==> src/design/didpg_pkg.sv <==
// Package for the display-ID pair generator: widths, FIFO geometry, carriers.
// Assumes a single half-pixel-clock domain shared by all users.
package didpg_pkg;

   localparam int ID_WIDTH       = 5;
   localparam int X_WIDTH        = 11;
   localparam int DUR_WIDTH      = 11;
   localparam int PAIR_WIDTH     = 2 * ID_WIDTH;
   localparam int ENTRY_WIDTH    = PAIR_WIDTH + DUR_WIDTH;
   localparam int FIFO_DEPTH     = 64;
   localparam int FIFO_AW        = 6;
   localparam int OUT_PIPE       = 2;

   localparam logic [DUR_WIDTH-1:0] DUR_ONE   = 11'h001;
   localparam logic [DUR_WIDTH-1:0] DUR_ZERO  = 11'h000;
   localparam logic [ID_WIDTH-1:0]  ID_ZERO   = 5'h00;
   localparam logic [X_WIDTH-1:0]   X_ZERO    = 11'h000;
   localparam logic [X_WIDTH-1:0]   X_ONE     = 11'h001;

   // Transition record as loaded by the master controller
   typedef struct packed {
      logic [X_WIDTH-1:0]  x_location;
      logic [ID_WIDTH-1:0] id_value;
   } didpg_record_type;

   // Display-ID pair, odd pixel in the upper half
   typedef struct packed {
      logic [ID_WIDTH-1:0] odd_pixel_id;
      logic [ID_WIDTH-1:0] even_pixel_id;
   } didpg_pair_type;

   // FIFO entry: pair plus duration
   typedef struct packed {
      didpg_pair_type       pair;
      logic [DUR_WIDTH-1:0] duration;
   } didpg_entry_type;

endpackage : didpg_pkg

==> src/design/didpg_fifo.sv <==
// 64x21 FIFO with separate write/read address counters and a depth counter.
// Assumes same-clock writer and reader; flush clears all counters.
`timescale 1ns/1ps
module didpg_fifo #(
   parameter int WIDTH = didpg_pkg::ENTRY_WIDTH,
   parameter int DEPTH = didpg_pkg::FIFO_DEPTH,
   parameter int AW    = didpg_pkg::FIFO_AW
) (
   // Clock and reset
   input  wire logic             mclk,
   input  wire logic             resetn,
   // Control
   input  wire logic             flush,
   // Write side
   input  wire logic             wr_en,
   input  wire logic [WIDTH-1:0] wr_data,
   // Read side
   input  wire logic             rd_en,
   output logic      [WIDTH-1:0] rd_data,
   // Status
   output logic                  full,
   output logic                  empty
);

   initial begin
      if (DEPTH != (1 << AW)) $error("didpg_fifo: DEPTH must be 2**AW");
   end

   logic [WIDTH-1:0] mem [DEPTH];
   logic [AW-1:0]    wr_addr_reg;
   logic [AW-1:0]    rd_addr_reg;
   logic [AW:0]      depth_reg;
   logic [AW:0]      depth_next;
   wire              do_wr = wr_en && !full;
   wire              do_rd = rd_en && !empty;

   assign full    = (depth_reg == (AW+1)'(DEPTH));
   assign empty   = (depth_reg == '0);
   assign rd_data = mem[rd_addr_reg];

   always_comb begin
      depth_next = depth_reg;
      if (do_wr && !do_rd) depth_next = depth_reg + 1'b1;
      if (do_rd && !do_wr) depth_next = depth_reg - 1'b1;
   end

   always_ff @(posedge mclk) begin
      if (do_wr) mem[wr_addr_reg] <= wr_data;
   end

   // Counters clear on reset and on flush
   always_ff @(posedge mclk or negedge resetn) begin
      if (!resetn) begin
         wr_addr_reg <= '0;
         rd_addr_reg <= '0;
         depth_reg   <= '0;
      end else if (flush) begin
         wr_addr_reg <= '0;
         rd_addr_reg <= '0;
         depth_reg   <= '0;
      end else begin
         if (do_wr) wr_addr_reg <= wr_addr_reg + 1'b1;
         if (do_rd) rd_addr_reg <= rd_addr_reg + 1'b1;
         depth_reg <= depth_next;
      end
   end

endmodule : didpg_fifo

==> src/design/didpg_top.sv <==
// Display-ID pair generator: record conversion, FIFO, duration countdown, output pipe.
// Assumes one half-pixel clock; the master controller answers fill requests with load strobes.
//
// Operation
// - Converted entries held in a 64x21 FIFO with address and depth counters.
// - While FIFO not full, controller fetches next record into conversion registers.
// - Write address advances once per FIFO write, zero to two per record.
// - Popped entry loads pair register with IDs and counter with duration.
// - Counter decrements each cycle; at one, pop next entry and advance read address.
// - Pair outputs pass through extra pipeline registers after the pair register.
// - Record ID applies from its X location to the next record's location.
// - Even pixel ID is low half of the pair, odd pixel ID high half.
// - Loading next-record registers shifts old contents into current-record registers.
// - Loading a new record itself starts conversion of the current record.
// - Conversion takes two cycles and yields zero, one or two entries.
// - First cycle: duration is difference of bits 10:1; both IDs current ID.
// - First-cycle write only when that half-pixel difference is nonzero.
// - Second cycle: duration one, current and next ID; written if next X odd.
// - Odd next location is incremented before becoming the current location.
// - Equal locations after increment produce no entry.
// - Durations count half-pixel cycles; one pair output per cycle.
// - IDs driven only while visible-line channel high, 2 + OUT_PIPE cycles later.
// - End-of-field channel flushes FIFO and starts end-of-field processing.
// - Fill request raised while generation enabled and FIFO not full.
`timescale 1ns/1ps
module didpg_top #(
   parameter int OUT_PIPE = didpg_pkg::OUT_PIPE
) (
   // Clock and reset
   input  wire logic                           mclk,
   input  wire logic                           resetn,
   // Control and timing channels
   input  wire logic                           gen_enable,
   input  wire logic                           visible_line_channel,
   input  wire logic                           end_of_field_channel,
   // Master controller side
   output logic                                fill_request,
   output logic                                eof_request,
   input  wire logic                           record_load,
   input  wire didpg_pkg::didpg_record_type    record_data,
   // Pixel mapping side
   output logic [didpg_pkg::ID_WIDTH-1:0]      even_pixel_id,
   output logic [didpg_pkg::ID_WIDTH-1:0]      odd_pixel_id
);

   initial begin
      if (OUT_PIPE < 1) $error("didpg_top: OUT_PIPE must be at least 1");
   end

   ////////////////////////////////////////////////////////////////////////////
   // Conversion states
   typedef enum logic [2:0] {
      CONV_IDLE   = 3'b001,
      CONV_FIRST  = 3'b010,
      CONV_SECOND = 3'b100
   } didpg_conv_type;

   didpg_conv_type conv_reg;
   didpg_conv_type conv_next;

   // Conversion input registers
   logic [didpg_pkg::X_WIDTH-1:0]  current_x_location_reg;
   logic [didpg_pkg::ID_WIDTH-1:0] current_id_value_reg;
   logic [didpg_pkg::X_WIDTH-1:0]  next_x_location_reg;
   logic [didpg_pkg::ID_WIDTH-1:0] next_id_value_reg;

   // Converted entry register and write strobe
   didpg_pkg::didpg_entry_type     conv_entry_reg;
   logic                           conv_write_reg;

   ////////////////////////////////////////////////////////////////////////////
   // Half-pixel difference of bits 10:1
   function automatic logic [didpg_pkg::DUR_WIDTH-1:0] half_diff(
      input logic [didpg_pkg::X_WIDTH-1:0] x_hi,
      input logic [didpg_pkg::X_WIDTH-1:0] x_lo
   );
      logic [didpg_pkg::X_WIDTH-2:0] d;
      d = x_hi[didpg_pkg::X_WIDTH-1:1] - x_lo[didpg_pkg::X_WIDTH-1:1];
      half_diff = {1'b0, d};
   endfunction : half_diff

   ////////////////////////////////////////////////////////////////////////////
   // Synchronisers for the timing channels
   logic vis_meta_reg;
   logic vis_sync_reg;
   logic eof_meta_reg;
   logic eof_sync_reg;
   logic eof_prev_reg;

   always_ff @(posedge mclk or negedge resetn) begin
      if (!resetn) begin
         vis_meta_reg <= 1'b0;
         vis_sync_reg <= 1'b0;
         eof_meta_reg <= 1'b0;
         eof_sync_reg <= 1'b0;
         eof_prev_reg <= 1'b0;
      end else begin
         vis_meta_reg <= visible_line_channel;
         vis_sync_reg <= vis_meta_reg;
         eof_meta_reg <= end_of_field_channel;
         eof_sync_reg <= eof_meta_reg;
         eof_prev_reg <= eof_sync_reg;
      end
   end

   wire eof_rise = eof_sync_reg && !eof_prev_reg;

   // End-of-field flush and processing request
   assign eof_request = eof_rise;

   ////////////////////////////////////////////////////////////////////////////
   // FIFO
   logic                       fifo_full;
   logic                       fifo_empty;
   logic                       fifo_pop;
   didpg_pkg::didpg_entry_type fifo_rd_entry;

   didpg_fifo #(
      .WIDTH (didpg_pkg::ENTRY_WIDTH),
      .DEPTH (didpg_pkg::FIFO_DEPTH),
      .AW    (didpg_pkg::FIFO_AW)
   ) u_fifo (
      .mclk    (mclk),
      .resetn  (resetn),
      .flush   (eof_rise),
      .wr_en   (conv_write_reg),
      .wr_data (conv_entry_reg),
      .rd_en   (fifo_pop),
      .rd_data (fifo_rd_entry),
      .full    (fifo_full),
      .empty   (fifo_empty)
   );

   // Fill request to the master controller
   assign fill_request = gen_enable && !fifo_full;

   ////////////////////////////////////////////////////////////////////////////
   // Record pipeline and conversion sequencer
   wire new_record = record_load && !eof_rise;
   wire next_is_odd = next_x_location_reg[0];

   // Current location after increment when next was odd
   wire [didpg_pkg::X_WIDTH-1:0] next_as_current =
      next_is_odd ? next_x_location_reg + didpg_pkg::X_ONE : next_x_location_reg;

   wire [didpg_pkg::DUR_WIDTH-1:0] first_duration =
      half_diff(next_x_location_reg, current_x_location_reg);

   always_comb begin
      conv_next = conv_reg;
      case (conv_reg)
         CONV_IDLE:   if (new_record) conv_next = CONV_FIRST;
         CONV_FIRST:  conv_next = CONV_SECOND;
         CONV_SECOND: conv_next = new_record ? CONV_FIRST : CONV_IDLE;
         default:     conv_next = CONV_IDLE;
      endcase
      if (eof_rise) conv_next = CONV_IDLE;
   end

   always_ff @(posedge mclk or negedge resetn) begin
      if (!resetn) begin
         conv_reg               <= CONV_IDLE;
         current_x_location_reg <= didpg_pkg::X_ZERO;
         current_id_value_reg   <= didpg_pkg::ID_ZERO;
         next_x_location_reg    <= didpg_pkg::X_ZERO;
         next_id_value_reg      <= didpg_pkg::ID_ZERO;
      end else begin
         conv_reg <= conv_next;
         if (new_record) begin
            current_x_location_reg <= next_as_current;
            current_id_value_reg   <= next_id_value_reg;
            next_x_location_reg    <= record_data.x_location;
            next_id_value_reg      <= record_data.id_value;
         end
      end
   end

   // Entry generation, one write opportunity per conversion cycle
   always_ff @(posedge mclk or negedge resetn) begin
      if (!resetn) begin
         conv_entry_reg <= '0;
         conv_write_reg <= 1'b0;
      end else begin
         conv_write_reg <= 1'b0;
         case (conv_reg)
            CONV_FIRST: begin
               conv_entry_reg.duration           <= first_duration;
               conv_entry_reg.pair.even_pixel_id <= current_id_value_reg;
               conv_entry_reg.pair.odd_pixel_id  <= current_id_value_reg;
               conv_write_reg <= (first_duration != didpg_pkg::DUR_ZERO)
                                 && !eof_rise;
            end
            CONV_SECOND: begin
               conv_entry_reg.duration           <= didpg_pkg::DUR_ONE;
               conv_entry_reg.pair.even_pixel_id <= current_id_value_reg;
               conv_entry_reg.pair.odd_pixel_id  <= next_id_value_reg;
               conv_write_reg <= next_is_odd && !eof_rise;
            end
            default: begin
               conv_write_reg <= 1'b0;
            end
         endcase
      end
   end

   ////////////////////////////////////////////////////////////////////////////
   // Read side: duration countdown and pair register
   logic [didpg_pkg::DUR_WIDTH-1:0] duration_count_reg;
   didpg_pkg::didpg_pair_type       pair_reg;
   logic                            pair_valid_reg;

   // Pop when the current pair has run out
   wire run_done = !pair_valid_reg || (duration_count_reg <= didpg_pkg::DUR_ONE);
   assign fifo_pop = run_done && !fifo_empty && !eof_rise;

   always_ff @(posedge mclk or negedge resetn) begin
      if (!resetn) begin
         duration_count_reg <= didpg_pkg::DUR_ZERO;
         pair_reg           <= '0;
         pair_valid_reg     <= 1'b0;
      end else if (eof_rise) begin
         duration_count_reg <= didpg_pkg::DUR_ZERO;
         pair_valid_reg     <= 1'b0;
      end else if (fifo_pop) begin
         pair_reg           <= fifo_rd_entry.pair;
         duration_count_reg <= fifo_rd_entry.duration;
         pair_valid_reg     <= 1'b1;
      end else if (pair_valid_reg) begin
         duration_count_reg <= duration_count_reg - 1'b1;
         if (duration_count_reg <= didpg_pkg::DUR_ONE) pair_valid_reg <= 1'b0;
      end
   end

   ////////////////////////////////////////////////////////////////////////////
   // Output pipeline gated by the visible-line channel and a live run
   // Expired or flushed runs show zero IDs rather than the stale pair
   didpg_pkg::didpg_pair_type pipe_reg [OUT_PIPE];
   wire didpg_pkg::didpg_pair_type gated_pair =
      (vis_sync_reg && pair_valid_reg) ? pair_reg : '0;

   always_ff @(posedge mclk or negedge resetn) begin
      if (!resetn) begin
         for (int i = 0; i < OUT_PIPE; i++) pipe_reg[i] <= '0;
      end else begin
         pipe_reg[0] <= gated_pair;
         for (int i = 1; i < OUT_PIPE; i++) pipe_reg[i] <= pipe_reg[i-1];
      end
   end

   assign even_pixel_id = pipe_reg[OUT_PIPE-1].even_pixel_id;
   assign odd_pixel_id  = pipe_reg[OUT_PIPE-1].odd_pixel_id;

endmodule : didpg_top

==> config.mk <==
export PLATFORM = sky130hd
export DESIGN_NAME = didpg_top
export DESIGN_NICKNAME = d
export VERILOG_FILES = /design/src/design/didpg_pkg.sv /design/src/design/didpg_fifo.sv /design/src/design/didpg_top.sv
export SDC_FILE = /design/constraint.sdc
export NUM_CORES = 2
export LEC_CHECK = 0
export BUFFER_PORTS_ARGS = -buffer_cell sky130_fd_sc_hd__buf_2
export CORE_MARGIN = 5
export CORE_UTILIZATION = 30
export DETAILED_ROUTE_END_ITERATION = 12
export PLACE_DENSITY_LB_ADDON = 0.3
export SLEW_MARGIN = 20
export SYNTH_ARGS = -nofsm -noshare
export SYNTH_HDL_FRONTEND = slang
export SYNTH_HIERARCHICAL = 1
export SYNTH_SLANG_ARGS = --single-unit
==> constraint.sdc <==
create_clock -name mclk -period 4.9 [get_ports mclk]
set_clock_uncertainty 0.2 [all_clocks]
set_input_delay 0.98 -clock mclk [delete_from_list [all_inputs] [get_ports mclk]]
set_output_delay 0.98 -clock mclk [all_outputs]
set_load 0.005 [all_outputs]
Yosys cells after proc, flatten, opt, wreduce, memory -nomap -nowiden

Memory sizes are Yosys's and may differ from the RTL's.
Index checks and enable logic that the tools add are counted.

Shift-type cells: 0
Mux-type cells: 24
Reductions and logical operators: 28
Equal/unequal tests: 5
Multiply operators: 0
Bitwise operators: 1
Divide/modulo/power cells: 0
$add $sub $neg: 7
$lt $le $gt $ge: 1

Operators with widths:

| operator              | number |
|---|---|
| $mux 11               | 4 |
| $pmux 21 s2           | 1 |
| $mux 6                | 4 |
| $mux 7                | 3 |
| $add 6x1->6 const B   | 2 |
| $logic_and 1x1->1     | 12 |
| $add 11x1->11 const B | 1 |
| $le 11x1->1 const B   | 1 |
| $reduce_bool 11->1    | 1 |
| $sub 11x1->11 const B | 1 |
| $mux 10               | 1 |
| $sub 10x10->10        | 1 |
| $pmux 3 s3            | 1 |
| $add 7x1->7 const B   | 1 |
| $eq 7x7->1 const B    | 1 |
| $logic_not 1->1       | 7 |
| $logic_not 7->1       | 1 |
| $sub 7x1->7 const B   | 1 |
| $mux 1                | 6 |
| $mux 3                | 2 |
| $reduce_bool 2->1     | 3 |
| $reduce_bool 3->1     | 2 |
| $eq 3x1->1 const B    | 1 |
| $eq 3x2->1 const B    | 1 |
| other kinds (7)       | 7 |

Bits of input ports: 22
Bits in latches: 0
Memories: 1
RAM bits: 1,344
Bits in read-only memories: 0
Bits in registers: 123
Word-level logic and storage cells: 92
Output and inout port bits: 12

Memory list:

| name       | depth | width | rd ports | clocked after memory_dff | write ports | RTL line         | RTL |
|---|---|---|---|---|---|---|---|
| u_fifo.mem | 64    | 21    | 1        | 0                        | 1           | didpg_fifo.sv:29 | `logic [WIDTH-1:0] mem [DEPTH];` |

Depth between registers and ports, before layout

Word-level depth: 10
Mapped depth: 14
Gate-level depth less buffers: 13

By module

Netlist, hierarchy kept.

By module, submodules not included:

| module     | seq. area each (um^2) | instances | area each (um^2) | cells each |
|---|---|---|---|---|
| didpg_fifo | 40,834.2              | 1         | 52,545.4         | 2,441 |
| didpg_top  | 2,553.7               | 1         | 4,919.7          | 474 |

Least setup slack after synthesis

Ideal clock, no wire load.

Path type: flip-flop to flip-flop
Start point: register u_fifo.depth_reg[3]
End point: register u_fifo.depth_reg[6]
Data arrival time: 3,532 ps
Data required time: 4,575 ps
Library setup time: 125 ps
Setup slack: 1,043 ps
Stages on the path, launching flop included: 15
Period minus slack after synthesis: 3,857 ps
Buffers on the path: 2
Cells stage by stage: dfrtp_1 -> or4_4 -> nor4_1 -> clkbuf_1 -> a21o_1 -> nor2_2 -> buf_6 -> o41ai_4 -> nor2_1 -> fa_1 -> a211oi_1 -> o21bai_1 -> a21oi_1 -> mux2i_1 -> mux2_2

Longest elaborated chain between the ends: 8
Elaborated cells on any way between the ends: 18
Classes of those cells: 2 x add/sub; 1 x eq/ne; 3 x mux; 12 x reduce/logical

RTL lines:

| what                                                        | RTL line                           | RTL |
|---|---|---|
| start, declared                                             | didpg_fifo.sv:32                   | `logic [AW:0] depth_reg;` |
| start signal, assigned                                      | didpg_fifo.sv:64                   | `depth_reg <= depth_next;` |
| $logic_not 7->1 (*)                                         | didpg_fifo.sv:38                   | `assign empty = (depth_reg == '0);` |
| net fifo_empty                                              | didpg_top.sv:114                   | `logic fifo_empty;` |
| $logic_not 1->1 (*)                                         | didpg_top.sv:214                   | `assign fifo_pop = run_done && !fifo_empty && !eof_rise;` |
| $logic_and 1x1->1 (*) (2 in a row)                          | didpg_top.sv:214                   |  |
| net fifo_pop                                                | didpg_top.sv:115                   | `logic fifo_pop;` |
| $logic_and 1x1->1 (*)                                       | didpg_fifo.sv:35                   | `wire do_rd = rd_en && !empty;` |
| $logic_and 1x1->1 / $logic_not 1->1 (equally long branches) | didpg_fifo.sv:44, didpg_fifo.sv:43 |  |
| $mux 7 / $logic_and 1x1->1 (equally long branches)          | didpg_fifo.sv:44, didpg_fifo.sv:43 |  |
| $mux 7 / $reduce_bool 3->1 (equally long branches)          | n/a                                |  |

The timed path passes the listed nets; every way through them passes the cells marked *. The select of a mux whose other input is x is not followed.
A chain may end at the register's enable or synchronous reset.

Final worst setup path

Start point: register duration_count_reg[7] (netlist bit)
End point: register u_fifo.depth_reg[6]

Longest elaborated chain between the ends: 8
Elaborated cells on any way between the ends: 11
Classes of those cells: 1 x order compare; 2 x mux; 8 x reduce/logical

RTL lines:

| what                                                        | RTL line                           | RTL |
|---|---|---|
| start, declared                                             | didpg_top.sv:208                   | `logic [didpg_pkg::DUR_WIDTH-1:0] duration_count_reg;` |
| start signal, assigned                                      | didpg_top.sv:218                   | `duration_count_reg <= didpg_pkg::DUR_ZERO;` |
| start signal, assigned                                      | didpg_top.sv:222                   | `duration_count_reg <= didpg_pkg::DUR_ZERO;` |
| start signal, assigned                                      | didpg_top.sv:226                   | `duration_count_reg <= fifo_rd_entry.duration;` |
| $le 11x1->1 (*)                                             | didpg_top.sv:213                   | `wire run_done = !pair_valid_reg \|\| (duration_count_reg <= didpg_pkg::DUR_ONE);` |
| $logic_or 1x1->1 (*)                                        | didpg_top.sv:213                   |  |
| $logic_and 1x1->1 (*) (2 in a row)                          | didpg_top.sv:214                   |  |
| $logic_and 1x1->1 (*)                                       | didpg_fifo.sv:35                   |  |
| $logic_and 1x1->1 / $logic_not 1->1 (equally long branches) | didpg_fifo.sv:44, didpg_fifo.sv:43 |  |
| $mux 7 / $logic_and 1x1->1 (equally long branches)          | didpg_fifo.sv:44, didpg_fifo.sv:43 |  |
| $mux 7 / $reduce_bool 3->1 (equally long branches)          | n/a                                |  |

Mark *: on every way between the ends. The rest lies on a longest branch, timed or not.

==> reports/qor.yml <==
cts_buffer_depth: 3
core-area_um2: 190400
num_rows: 160
grt_pass1_wl_um: 211800
hold_viol: 0
rrSetupSlack_ns: 0.51
swShare: 0.2767
cp-start-kind: "flop"
clock-root-buffer: "clkbuf_16"
grt_pass1_vias: 28955
critical_path_class: "reg -> reg"
remaining_drc_errors: 0
status: "finished, final reports clean"
p_per_area_nw_per_um2: 501.4
post_cts_buffers: 0
avgViaCountPerCell: 4.955
whs_ns: 0.04456
synthFlopType: "edfxtp_1"
grt_setup_unrepaired: "no"
hold_buffers: 0
antenna_left: 0
drtIter0Drc: 2562
wirelength_um: 146500
timing.rr.start: "duration_count_reg[7]"
critPathRequiredTime_ns: 5.34
num-fill-cells: 17706
synth_warnings: 6
path_max_fanout: 11
antenna_found_initial: 2
max-vdd-ir-drop_mv: 0.3420
largest_reg_flops: 1344
fin_area_um2: 66810
synth_area_um2: 57470
dp.cells: 5527
switchingPower_mw: 9.269
worst_pin_slew_ns: 1.178
p_clk_frac: 0.335
hold_path_class: "in -> async"
grt_max_degree: 86
r2r_cells: 12
nets: 3213
grt.overflow.total: 0
slew_viol_final: 0
seqPwrFrac: 0.457
cts_tree: "done"
drive_gt1_frac: 0.2656
r2r_end: "u_fifo/depth_reg[6]"
h-tree-depth: 4
comb_power_share: 0.208
portBuffers: 33
layout_worst_path_cycle_share: 0.8959
post-route-util: 0.3509
die-height_um: 447.7
vias: 28785
placed_cell_area_um2: 61970
die_w_um: 447.7
dp_hpwl_um: 84120
ys_types: 68
end_kind: "flop"
initial_core_util: 0.3018
timing.setup.tns_ns: 0
path_clk_slew_ns: 0.06
leakage_nw: 20.94
internal-power_mw: 24.22
synth_edf_count: 1344
cts_buffers: 152
track_usage: 0.1452
drt_pre_antenna_iters: 5
synth-seq-cells: 1465
synth_cells: 2915
clock_latency_ns: 0.78
syn_avg_cell_area_um2: 19.71
instances_no_fill: 5809
slew_headroom: 0.1944
io_pins: 34
wl_per_cell_um: 25.21
finalCriticalPeriod_ns: 4.390
fp.dieArea_um2: 200400
cts_sinks: 1465
area_growth_pct: 16.26
cap_violations: 0
ys_async_sr_fraction: 0.08259
ctsResizeCount: 0
max_freq_ghz: 0.2278
arrival_ns: 4.83
gp_congestion: 0.8120
finalSetupViolCount: 0
yosysSeqAreaShare: 0.7550
cell usage in the layout (no fill, tap or decap), drive strengths merged, types with 39 or more instances in the layout:
| cell type | Yosys | routed |
|---|---|---|
| o22ai | 52 | 52 |
| o21ai | 41 | 41 |
| mux2i | 216 | 216 |
| a21oi | 54 | 54 |
| nor2 | 173 | 173 |
| edfxtp | 1344 | 1344 |
| o221ai | 39 | 39 |
| dfrtp | 120 | 120 |
| conb | 1 | 64 |
| mux4 | 253 | 253 |
| a2111oi | 47 | 47 |
| buf | 94 | 214 |
| mux2 | 79 | 79 |
| clkbuf | 82 | 205 |
| nand2 | 48 | 48 |
| clkinv | 2 | 51 |
power groups by stage:
stage                     sequential [mW]  combinational [mW]  clock, mW
after global routing                 15.3                7.47       12.0
after detailed placement             15.6                7.05          0
after global placement               15.6                7.00          0
after CTS                            15.3                7.06       11.5
after floorplan                      15.7                4.37          0
final                                15.3                6.96       11.2
worst max-delay path by stage:
stage,cells past startpoint,from,end,slack [ns]
3_3_place_gp,12,duration_count_reg[7],u_fifo/depth_reg[6],0.63
4_1_cts,12,duration_count_reg[7],u_fifo/depth_reg[6],0.63
2_1_floorplan,14,u_fifo/depth_reg[3],u_fifo/depth_reg[6],1.04
3_5_place_dp,12,duration_count_reg[7],u_fifo/depth_reg[6],0.66
6_report,12,duration_count_reg[7],u_fifo/depth_reg[6],0.51
5_1_grt,12,duration_count_reg[7],u_fifo/depth_reg[6],0.27
cells by family after synthesis:
logic type | after synthesis | synth area share
flip-flops | 1465 | 0.7550
multiplexers | 548 | 0.1528
AND/OR/NAND/NOR | 354 | 0.02924
AO/OA/AOI/OAI | 293 | 0.03680
buffers and inverters | 203 | 0.01648
XOR/XNOR | 30 | 0.004703
adder cells (fa/ha/maj) | 21 | 0.004834
other | 1 | 0.00006526
layout make-up:
cell class,count,area [um2],area share
tap,2511,3142,0.04703
clock buffer,205,4180,0.06257
antenna,3,7.507,0.0001124
multi-input combinational,1310,13580,0.2032
sequential,1465,43430,0.6500
clock inverter,74,653.1,0.009776
inverter,27,101.3,0.001517
timing repair buffer,214,1718,0.02571
stage by stage:
step                      total power [mW]  setup slack (ns)
after floorplan                      20.08             1.043
after global placement               22.56            0.6276
after detailed placement             22.63            0.6551
after CTS                            33.87            0.6302
after global routing                 34.85            0.2724
final                                33.49            0.5103
critical path: stages (launching register included):
cell       delay (ns)
dfrtp_1          0.43
nor4_2           0.50
o2111ai_2        0.29
a21o_1           0.39
nor2_2           0.20
o41ai_4          0.15
nor2_1           0.46
ha_1             0.39
a211oi_1         0.35
o21bai_1         0.15
a21oi_1          0.19
mux2i_1          0.21
mux2_2           0.35
metal layers:
layer / GRT usage / vias up / routed length, um
met4: 0.03052 / 0 / 2239
met5: 0 / - / 0
li1: - / 12392 / -
met2: 0.2367 / 766 / 70710
met3: 0.02335 / 155 / 7755
met1: 0.2063 / 15472 / 65740
synthesized netlist by cell type, drive strengths merged, types with 4 or more instances:
master / count / area share
o21ai: 41 / 0.0036
a211oi: 9 / 0.0014
clkbuf: 82 / 0.0054
nor4: 27 / 0.0032
a21oi: 54 / 0.0048
ha: 19 / 0.0041
nand2: 48 / 0.0031
nand3: 20 / 0.0017
nor2: 173 / 0.011
mux2i: 216 / 0.038
and2: 4 / 0.00044
buf: 94 / 0.0094
nor3b: 4 / 0.00052
mux4: 253 / 0.099
mux2: 79 / 0.016
inv: 25 / 0.0016
o221ai: 39 / 0.0059
xnor2: 22 / 0.0035
edfxtp: 1344 / 0.70
and3: 12 / 0.0013
xor2: 8 / 0.0012
nand2b: 9 / 0.00098
nand4: 8 / 0.00098
dfrtp: 120 / 0.052
o22ai: 52 / 0.0057
nor2b: 15 / 0.0016
a2111oi: 47 / 0.0072
nand3b: 4 / 0.00052
nor3: 17 / 0.0016
a221oi: 35 / 0.0053
Power figures use the tool's default switching activity.
